$ cat src/shared/ipv_pkg.sv
// Purpose: constants and bus carriers of the interrupt block
// Assumes: AXI4-Lite, 16-bit registers in the low lanes
// Notes: offsets are byte addresses
package ipv_pkg;

    // ==========================================================
    // register byte offsets
    localparam logic [31:0] OFF_CTU_PRIO = 32'h0000_0000;
    localparam logic [31:0] OFF_CTRL_STAT = 32'h0000_0004;
    localparam logic [31:0] OFF_CTRL_ONE = 32'h0000_0008;
    localparam logic [31:0] OFF_FLAGS = 32'h0000_000c;
    localparam logic [31:0] OFF_ENABLES = 32'h0000_0010;
    localparam logic [31:0] OFF_STATUS_LOW = 32'h0000_0014;
    localparam logic [31:0] OFF_TIMED_DIS = 32'h0000_0018;
    localparam logic [31:0] OFF_PRIO_BASE = 32'h0000_0040;

    // ==========================================================
    // field positions
    localparam int CTU_PRIO_LSB = 4;
    localparam int UNACK_BIT = 15;
    localparam int HOLD_BIT = 13;
    localparam int LEVEL_LSB = 8;
    localparam int NEST_BIT = 15;
    localparam int SRL_LEVEL_LSB = 5;
    localparam int SRL_LEVEL3_BIT = 3;

    // ==========================================================
    // reset values and limits
    localparam logic [2:0] PRIO_RESET = 3'h4;
    localparam logic [2:0] PRIO_OFF = 3'h0;
    localparam logic [2:0] TIMED_MAX_PRIO = 3'h6;
    localparam logic [3:0] USER_TOP_LEVEL = 4'h7;
    localparam logic [3:0] TRAP_TOP_LEVEL = 4'hf;
    localparam logic [3:0] LEVEL_RESET = 4'h0;
    localparam logic [15:0] DIS_COUNT_RESET = 16'h0000;
    localparam logic [1:0] RESP_OKAY = 2'h0;
    localparam logic [1:0] RESP_SLVERR = 2'h2;

    // ==========================================================
    // AXI4-Lite carriers
    typedef struct packed {
        logic awvalid;
        logic [31:0] awaddr;
        logic wvalid;
        logic [31:0] wdata;
        logic [3:0] wstrb;
        logic bready;
        logic arvalid;
        logic [31:0] araddr;
        logic rready;
    } ipv_axil_req_t;

    typedef struct packed {
        logic awready;
        logic wready;
        logic bvalid;
        logic [1:0] bresp;
        logic arready;
        logic rvalid;
        logic [31:0] rdata;
        logic [1:0] rresp;
    } ipv_axil_rsp_t;

endpackage

$ cat src/hdl/ipv_irq_ctrl.sv
// Purpose: interrupt priority, masking and vector status
// Assumes: core pulses ack and return for one cycle
// Notes: traps take the lowest indices, users follow
//
// What this block does
// - the charge-time unit priority is a 3-bit field in bits 6:4, 7 highest, 0 off.
// - status bit 15 shows a request the core has not taken at its level.
// - with hold bit 13 set, the vector field shows the best pending request.
// - with hold clear, the vector field shows the last request taken.
// - status bits 11:8 read back the core level, 0 to 15.
// - bits 6:0 hold the vector field, vector number minus eight.
// - every user priority is 4 after reset.
// - a flag left set requests again once the handler returns.
// - return restores the level saved when the request was taken, up to STACK_DEPTH nested requests deep.
// - a trap flag left set re-enters the trap after its return.
// - the core level masks every request at or below it; a level written by software, 7 or below, never masks traps.
// - timed disable blocks levels 1 to 6 for its count, not level 7.
//
// Chosen here: register access over AXI4-Lite and the register addresses.
`timescale 1ns/1ns
module ipv_irq_ctrl
    import ipv_pkg::*;
#(
    parameter int N_SRC = 8,
    parameter int N_TRAP = 4,
    parameter int STACK_DEPTH = 8
) (
    input wire logic clk,
    input wire logic rst,
    input wire ipv_axil_req_t bus_req,
    output ipv_axil_rsp_t bus_rsp,
    input wire logic [N_SRC-1:0] src_event,
    input wire logic [N_TRAP-1:0] trap_event,
    input wire logic irq_ack,
    input wire logic irq_return,
    output logic irq_req,
    output logic [6:0] irq_vector_index,
    output logic [3:0] irq_level,
    output logic [3:0] cpu_level
);

    localparam int TOT = N_TRAP + N_SRC;
    localparam int SPW = $clog2(STACK_DEPTH + 1);
    localparam logic [31:0] PRIO_END = OFF_PRIO_BASE + 32'(4 * N_SRC);

    // ==========================================================
    // elaboration checks
    if (N_SRC < 1 || N_SRC > 16 || N_TRAP < 1 || N_TRAP > 8) begin : g_bad_count
        $error("bad source or trap count");
    end
    if (STACK_DEPTH < 1 || STACK_DEPTH > 16) begin : g_bad_depth
        $error("bad stack depth");
    end

    typedef struct packed {
        logic aw_held;
        logic [31:0] aw_addr;
        logic w_held;
        logic [31:0] w_data;
        logic [3:0] w_strb;
        logic bvalid;
        logic [1:0] bresp;
        logic rvalid;
        logic [31:0] rdata;
        logic [1:0] rresp;
        logic [N_SRC-1:0][2:0] prio;
        logic [N_SRC-1:0] flags;
        logic [N_SRC-1:0] enables;
        logic [N_TRAP-1:0] traps;
        logic nest_dis;
        logic hold;
        logic [3:0] level;
        logic [STACK_DEPTH-1:0][3:0] stack;
        logic [SPW-1:0] sp;
        logic [15:0] dis_count;
        logic best_valid;
        logic [6:0] best_idx;
        logic [3:0] best_lvl;
        logic [6:0] acked_idx;
        logic unacked;
    } ipv_state_t;

    ipv_state_t st_reg;
    ipv_state_t st_next;

    logic [TOT-1:0] arb_req;
    logic [TOT-1:0][3:0] arb_levels;
    logic arb_valid;
    logic [6:0] arb_idx;
    logic [3:0] arb_lvl;
    logic take_ack;
    logic do_write;
    logic [15:0] wr_val;

    // ==========================================================
    // helpers
    function automatic logic [15:0] merge16(input logic [15:0] old_v, input logic [31:0] new_v,
                                            input logic [3:0] strb);
        logic [15:0] r;
        r = old_v;
        if (strb[0]) begin
            r[7:0] = new_v[7:0];
        end
        if (strb[1]) begin
            r[15:8] = new_v[15:8];
        end
        return r;
    endfunction

    // traps outrank users, the first trap highest
    function automatic logic [3:0] trap_level(input int k);
        return TRAP_TOP_LEVEL - 4'(k);
    endfunction

    function automatic logic prio_hit(input logic [31:0] a);
        return a >= OFF_PRIO_BASE && a < PRIO_END && a[1:0] == 2'h0;
    endfunction

    function automatic logic known_addr(input logic [31:0] a);
        return a == OFF_CTU_PRIO || a == OFF_CTRL_STAT || a == OFF_CTRL_ONE || a == OFF_FLAGS
            || a == OFF_ENABLES || a == OFF_STATUS_LOW || a == OFF_TIMED_DIS || prio_hit(a);
    endfunction

    // ==========================================================
    // request eligibility, traps first in index order
    always_comb begin
        arb_req = '0;
        arb_levels = '0;
        for (int k = 0; k < N_TRAP; k++) begin
            arb_req[k] = st_reg.traps[k];
            arb_levels[k] = trap_level(k);
        end
        for (int i = 0; i < N_SRC; i++) begin
            arb_levels[N_TRAP + i] = {1'b0, st_reg.prio[i]};
            arb_req[N_TRAP + i] = st_reg.flags[i] && st_reg.enables[i]
                && st_reg.prio[i] != PRIO_OFF
                && !(st_reg.dis_count != 16'h0000 && st_reg.prio[i] <= TIMED_MAX_PRIO);
        end
    end

    ipv_arbiter #(
        .TOT(TOT)
    ) u_arbiter (
        .req(arb_req),
        .levels(arb_levels),
        .valid(arb_valid),
        .index(arb_idx),
        .level(arb_lvl)
    );

    // ==========================================================
    // core request, only above the current level
    assign irq_req = st_reg.best_valid && st_reg.best_lvl > st_reg.level;
    assign take_ack = irq_ack && irq_req && !irq_return;
    assign irq_vector_index = st_reg.best_idx;
    assign irq_level = st_reg.best_lvl;
    assign cpu_level = st_reg.level;

    // ==========================================================
    // bus handshake outputs
    assign bus_rsp.awready = !st_reg.aw_held;
    assign bus_rsp.wready = !st_reg.w_held;
    assign bus_rsp.bvalid = st_reg.bvalid;
    assign bus_rsp.bresp = st_reg.bresp;
    assign bus_rsp.arready = !st_reg.rvalid;
    assign bus_rsp.rvalid = st_reg.rvalid;
    assign bus_rsp.rdata = st_reg.rdata;
    assign bus_rsp.rresp = st_reg.rresp;

    assign do_write = st_reg.aw_held && st_reg.w_held && !st_reg.bvalid;

    // ==========================================================
    // next state
    always_comb begin
        st_next = st_reg;
        wr_val = 16'h0000;

        // arbitration result is registered so the vector never glitches
        st_next.best_valid = arb_valid;
        st_next.best_idx = arb_idx;
        st_next.best_lvl = arb_lvl;
        st_next.unacked = arb_valid && arb_lvl <= st_reg.level;

        // timed disable counts clocks
        if (st_reg.dis_count != 16'h0000) begin
            st_next.dis_count = st_reg.dis_count - 16'h0001;
        end

        // return restores the saved level; an empty stack is left alone
        if (irq_return && st_reg.sp != '0) begin
            st_next.level = st_reg.stack[st_reg.sp - SPW'(1)];
            st_next.sp = st_reg.sp - SPW'(1);
        end else if (take_ack) begin
            if (st_reg.sp != SPW'(STACK_DEPTH)) begin
                st_next.stack[st_reg.sp] = st_reg.level;
                st_next.sp = st_reg.sp + SPW'(1);
            end
            // nesting disable lifts users to the top user level
            if (st_reg.nest_dis && st_reg.best_lvl <= USER_TOP_LEVEL) begin
                st_next.level = USER_TOP_LEVEL;
            end else begin
                st_next.level = st_reg.best_lvl;
            end
            st_next.acked_idx = st_reg.best_idx;
        end

        // aw and w taken in either order
        if (bus_req.awvalid && !st_reg.aw_held) begin
            st_next.aw_held = 1'b1;
            st_next.aw_addr = bus_req.awaddr;
        end
        if (bus_req.wvalid && !st_reg.w_held) begin
            st_next.w_held = 1'b1;
            st_next.w_data = bus_req.wdata;
            st_next.w_strb = bus_req.wstrb;
        end
        if (st_reg.bvalid && bus_req.bready) begin
            st_next.bvalid = 1'b0;
        end

        // register writes once both halves are held
        if (do_write) begin
            st_next.aw_held = 1'b0;
            st_next.w_held = 1'b0;
            st_next.bvalid = 1'b1;
            st_next.bresp = known_addr(st_reg.aw_addr) ? RESP_OKAY : RESP_SLVERR;
            unique case (st_reg.aw_addr)
                OFF_CTU_PRIO: begin
                    wr_val = merge16({9'h000, st_reg.prio[0], 4'h0}, st_reg.w_data,
                                     st_reg.w_strb);
                    st_next.prio[0] = wr_val[CTU_PRIO_LSB +: 3];
                end
                OFF_CTRL_STAT: begin
                    wr_val = merge16({2'h0, st_reg.hold, 13'h0000}, st_reg.w_data,
                                     st_reg.w_strb);
                    st_next.hold = wr_val[HOLD_BIT];
                end
                OFF_CTRL_ONE: begin
                    wr_val = merge16({st_reg.nest_dis, 15'(st_reg.traps)}, st_reg.w_data,
                                     st_reg.w_strb);
                    st_next.nest_dis = wr_val[NEST_BIT];
                    st_next.traps = wr_val[N_TRAP-1:0];
                end
                OFF_FLAGS: begin
                    wr_val = merge16(16'(st_reg.flags), st_reg.w_data, st_reg.w_strb);
                    st_next.flags = wr_val[N_SRC-1:0];
                end
                OFF_ENABLES: begin
                    wr_val = merge16(16'(st_reg.enables), st_reg.w_data, st_reg.w_strb);
                    st_next.enables = wr_val[N_SRC-1:0];
                end
                OFF_STATUS_LOW: begin
                    // a trap level is left untouched
                    wr_val = merge16({8'h00, st_reg.level[2:0], 5'h00}, st_reg.w_data,
                                     st_reg.w_strb);
                    if (st_next.level <= USER_TOP_LEVEL) begin
                        st_next.level = {1'b0, wr_val[SRL_LEVEL_LSB +: 3]};
                    end
                end
                OFF_TIMED_DIS: begin
                    st_next.dis_count = merge16(st_reg.dis_count, st_reg.w_data,
                                                st_reg.w_strb);
                end
                default: begin
                    for (int i = 0; i < N_SRC; i++) begin
                        if (st_reg.aw_addr == OFF_PRIO_BASE + 32'(4 * i)) begin
                            wr_val = merge16({13'h0000, st_reg.prio[i]}, st_reg.w_data,
                                             st_reg.w_strb);
                            st_next.prio[i] = wr_val[2:0];
                        end
                    end
                end
            endcase
        end

        // hardware events win over a clearing write in the same cycle
        st_next.flags = st_next.flags | src_event;
        st_next.traps = st_next.traps | trap_event;

        // reads answer one cycle after ar
        if (st_reg.rvalid && bus_req.rready) begin
            st_next.rvalid = 1'b0;
        end
        if (bus_req.arvalid && !st_reg.rvalid) begin
            st_next.rvalid = 1'b1;
            st_next.rresp = known_addr(bus_req.araddr) ? RESP_OKAY : RESP_SLVERR;
            st_next.rdata = 32'h0000_0000;
            unique case (bus_req.araddr)
                OFF_CTU_PRIO: begin
                    st_next.rdata[CTU_PRIO_LSB +: 3] = st_reg.prio[0];
                end
                OFF_CTRL_STAT: begin
                    st_next.rdata[UNACK_BIT] = st_reg.unacked;
                    st_next.rdata[HOLD_BIT] = st_reg.hold;
                    st_next.rdata[LEVEL_LSB +: 4] = st_reg.level;
                    st_next.rdata[6:0] = st_reg.hold ? st_reg.best_idx
                                                     : st_reg.acked_idx;
                end
                OFF_CTRL_ONE: begin
                    st_next.rdata[NEST_BIT] = st_reg.nest_dis;
                    st_next.rdata[N_TRAP-1:0] = st_reg.traps;
                end
                OFF_FLAGS: begin
                    st_next.rdata[N_SRC-1:0] = st_reg.flags;
                end
                OFF_ENABLES: begin
                    st_next.rdata[N_SRC-1:0] = st_reg.enables;
                end
                OFF_STATUS_LOW: begin
                    st_next.rdata[SRL_LEVEL_LSB +: 3] = st_reg.level[2:0];
                    st_next.rdata[SRL_LEVEL3_BIT] = st_reg.level[3];
                end
                OFF_TIMED_DIS: begin
                    st_next.rdata[15:0] = st_reg.dis_count;
                end
                default: begin
                    for (int i = 0; i < N_SRC; i++) begin
                        if (bus_req.araddr == OFF_PRIO_BASE + 32'(4 * i)) begin
                            st_next.rdata[2:0] = st_reg.prio[i];
                        end
                    end
                end
            endcase
        end
    end

    // ==========================================================
    // state register
    always_ff @(posedge clk) begin
        if (rst) begin
            st_reg <= '0;
            for (int i = 0; i < N_SRC; i++) begin
                st_reg.prio[i] <= PRIO_RESET;
            end
            st_reg.level <= LEVEL_RESET;
            st_reg.dis_count <= DIS_COUNT_RESET;
            st_reg.bresp <= RESP_OKAY;
            st_reg.rresp <= RESP_OKAY;
        end else begin
            st_reg <= st_next;
        end
    end

endmodule

$ cat src/hdl/ipv_arbiter.sv
// Purpose: pick the highest-level request, lowest index on a tie
// Assumes: combinational; level zero never wins
// Notes: index is the vector field, vector number minus eight
`timescale 1ns/1ns
module ipv_arbiter
    import ipv_pkg::*;
#(
    parameter int TOT = 12
) (
    input wire logic [TOT-1:0] req,
    input wire logic [TOT-1:0][3:0] levels,
    output logic valid,
    output logic [6:0] index,
    output logic [3:0] level
);

    // ==========================================================
    // elaboration checks
    if (TOT < 1 || TOT > 128) begin : g_bad_tot
        $error("bad arbiter width");
    end

    // ==========================================================
    // scan upward; strict compare keeps the lowest index on ties
    always_comb begin
        valid = 1'b0;
        index = 7'h00;
        level = 4'h0;
        for (int i = 0; i < TOT; i++) begin
            if (req[i] && levels[i] != 4'h0 && (!valid || levels[i] > level)) begin
                valid = 1'b1;
                index = 7'(i);
                level = levels[i];
            end
        end
    end

endmodule

$ cat config.mk
export PLATFORM = sky130hd
export DESIGN_NAME = ipv_irq_ctrl
export DESIGN_NICKNAME = d
export VERILOG_FILES = /design/src/shared/ipv_pkg.sv /design/src/hdl/ipv_irq_ctrl.sv /design/src/hdl/ipv_arbiter.sv
export SDC_FILE = /design/constraint.sdc
export NUM_CORES = 1
export LEC_CHECK = 0
export BUFFER_PORTS_ARGS = -buffer_cell sky130_fd_sc_hd__buf_2
export CAP_MARGIN = 10
export CORE_MARGIN = 2
export CORE_UTILIZATION = 50
export DETAILED_ROUTE_END_ITERATION = 6
export PLACE_DENSITY = 0.75
export RECOVER_POWER = 25
export SETUP_SLACK_MARGIN = 0.02
export SLEW_MARGIN = 20
export SYNTH_ARGS = -nofsm -noshare
export SYNTH_HDL_FRONTEND = slang
export SYNTH_SLANG_ARGS = --single-unit
$ cat constraint.sdc
create_clock -name clk -period 12.1 [get_ports clk]
set_input_delay 1.21 -clock clk [delete_from_list [all_inputs] [get_ports clk]]
set_output_delay 1.21 -clock clk [all_outputs]
set_load 0.02 [all_outputs]
==> qor.csv <==
metric;value;unit
synth_top_area_share;36.6;%
cap_violations;1;
finalCriticalPeriod;11.96;ns
grt_pass1_vias;8840;
die_area;21700;sq um
arrival;12.33;ns
grt_pass1_wl;46.5;mm
finalCritPeriodShare;98.8;%
dp_cells;1622;
initial_utilization;50.9;%
firstDrtPassIters;6;
worst_pin_slew;4.27;ns
internal_power;1.29;mW
hold_viol_final;0;
num_antenna_cells;0;
hp-class;reg -> reg;
status;complete, but fails checks;
drt_iter0_markers;803;
startpoint_type;flip-flop;
yosys.cell_count.top_type;dfxtp_1;
syn_area;10300;sq um
antenna_found_initial;0;
cp_max_fo;5;
cts_buffers;17;
clk_latency;0.43;ns
clkTransAtPathRegs;0.07;ns
htree_num_levels;4;
synth_common_cells;dfxtp_1 (188), nand2_1 (166), nor2_1 (148);
cpPeakStageDelay;0.55;ns
report.final.slew_viol_count;99;
core_area;20200;sq um
nNetsFinal;1544;
async_reset_ff_share;0;%
cts.sinks;188;
portBuffers;138;
synth_area_leaders;dfxtp_1 (37%), a21oi_1 (6.8%), nand2_1 (6.1%);
synth_cell_types;87;
clk_path_buf_depth;2;
rsz0062_at_grt;true;
drcViolationCount;0;
final_util;59.8;%
core.rowCount;52;
yosysWarnings;0;
cts_tree;done;
pwr_density_cell;168;nW/um^2
gr-total-overflow;0;
switchingPower;729;uW
fmax;83.6;MHz
p_leak;4.75;nW
drive_gt1_share;20.3;%
violations;max-capacitance violations, max-slew violations;
path_common_cell;a21o_1;
routed_via_density;5.92;
grt_max_degree;99;
synth-seq-cells;188;
clock_skew;0.00529;ns
total_power;2.02;mW
io_pins;178;
setup-violations-final;0;
fin_area;12100;sq um
synth-edff-count;0;
die_y;147;um
vias;9900;
yosys.area.top_type;dfxtp_1;
power.share.clock;29.5;%
ir_drop;0.115;mV
routed_wl;30.9;mm
dp_hpwl;21.9;mm
cts_root_buffer;clkbuf_16;
grt_usage;27.1;%
synthFlopType;dfxtp_1;
fill_cells;1813;
place_area;11000;sq um
finalSetupTns;0;ns
place_congestion;0.966;
finalNonFillerCells;1672;
synthCells;1271;
p_comb_share;32.8;%
area_delta_synth_final;17.4;%
relSlewSlack;-185;%
required;12.47;ns
path_class;reg -> reg;
end_kind;flip-flop;
wl_per_cell;18.5;um
synth-seq-area-share;36.6;%
syn_avg_cell_area;8.08;sq um
switching_share;36.1;%
pwr-share-seq;37.8;%
ant_nets;0;
die_width;147;um
slowest_stage;or4_4;
what timing repair did:
action,in CTS,in global routing
pin swaps,1,42
buffers inserted,1,18
hold endpoints to repair,0,0
hold buffers,0,0
setup endpoints to repair,1,7
cloned,0,0
gates resized for setup,2,72
power groups by stage:
| stage | Combinational [mW] | Sequential (mW) | Clock [mW] |
|---|---|---|---|
| finish | 0.662 | 0.763 | 0.596 |
| global route | 0.714 | 0.769 | 0.629 |
| CTS | 0.608 | 0.754 | 0.602 |
| detailed placement | 0.600 | 0.768 | 0 |
| global placement | 0.591 | 0.765 | 0 |
| floorplan | 0.455 | 0.731 | 0 |
cells in the final DEF, fill, tap and decap left out, drive strengths merged, types with 7 or more instances in the layout:
cell / count
o22ai: 9
o21ai: 43
clkbuf: 54
or3: 10
and3: 8
o21a: 8
nor2: 148
nand2: 166
a221oi: 7
nor2b: 14
nand4: 9
inv: 54
mux2i: 60
dfxtp: 188
a31oi: 12
buf: 158
a21o: 9
mux2: 7
a211oi: 8
a222oi: 7
and2: 7
o211ai: 8
nor4: 23
a21oi: 141
conb: 21
mux4: 12
nor3: 31
nand3: 39
a311oi: 8
ha: 33
a22oi: 11
nand2b: 7
area by class of cell:
cell class / instances / area, sq um / share of cell area [%]
clock inverter: 13 / 188 / 1.56
multi-input combinational: 938 / 6060 / 50.3
timing repair buffer: 194 / 1070 / 8.87
tap: 270 / 338 / 2.80
inverter: 51 / 194 / 1.61
sequential: 188 / 3770 / 31.3
clock buffer: 18 / 429 / 3.56
critical path, delay by kind of cell (launching register included):
family                   cells  cell delay [ns]
flip-flops                   1             0.36
AO/OA/AOI/OAI               40             6.13
buffers and inverters        5             0.52
AND/OR/NAND/NOR             11             2.28
adder cells (fa/ha/maj)      8             2.05
multiplexers                 2             0.55
per-layer routing:
metal / up-vias / global-route usage [%] / share of wire [%]
met5: - / 0 / 0
met4: 0 / 9.42 / 3.2
met3: 74 / 6.27 / 9.3
met2: 494 / 43.5 / 46
met1: 4611 / 36.0 / 42
li1: 4721 / - / -
stage by stage:
| step | setup WS (ns) | hold slack, ns |
|---|---|---|
| final | 0.139 | 0.453 |
| after CTS | 0.0908 | 0.455 |
| after global placement | 0.306 | 0.444 |
| after detailed placement | 0.0350 | 0.446 |
| after global routing | -0.323 | 0.473 |
| after floorplan | 0.197 | 0.432 |
cells by family (layout without fill, tap and decap cells):
group | after synthesis | count (layout) | share of synthesized area (%)
XOR/XNOR | 3 | 3 | 0.256
multiplexers | 79 | 79 | 9.32
AO/OA/AOI/OAI | 316 | 316 | 19.9
flip-flops | 188 | 188 | 36.6
AND/OR/NAND/NOR | 486 | 486 | 21.8
adder cells (fa/ha/maj) | 33 | 33 | 4.02
buffers and inverters | 165 | 276 | 8.05
other | 1 | 21 | 0.0365
path summary, 6_finish.rpt:
path                            depth (start not counted)          end         from  slack, ns
worst min register to register                          2  bus_rsp[14]  bus_rsp[14]       0.45
worst max-delay path                                   66    st_reg[0]   st_reg[29]       0.14
worst min-delay path                                    2  bus_rsp[14]  bus_rsp[14]       0.45
worst max register to register                         66    st_reg[0]   st_reg[29]       0.14
Note: power is estimated with default switching activity, not from simulation.
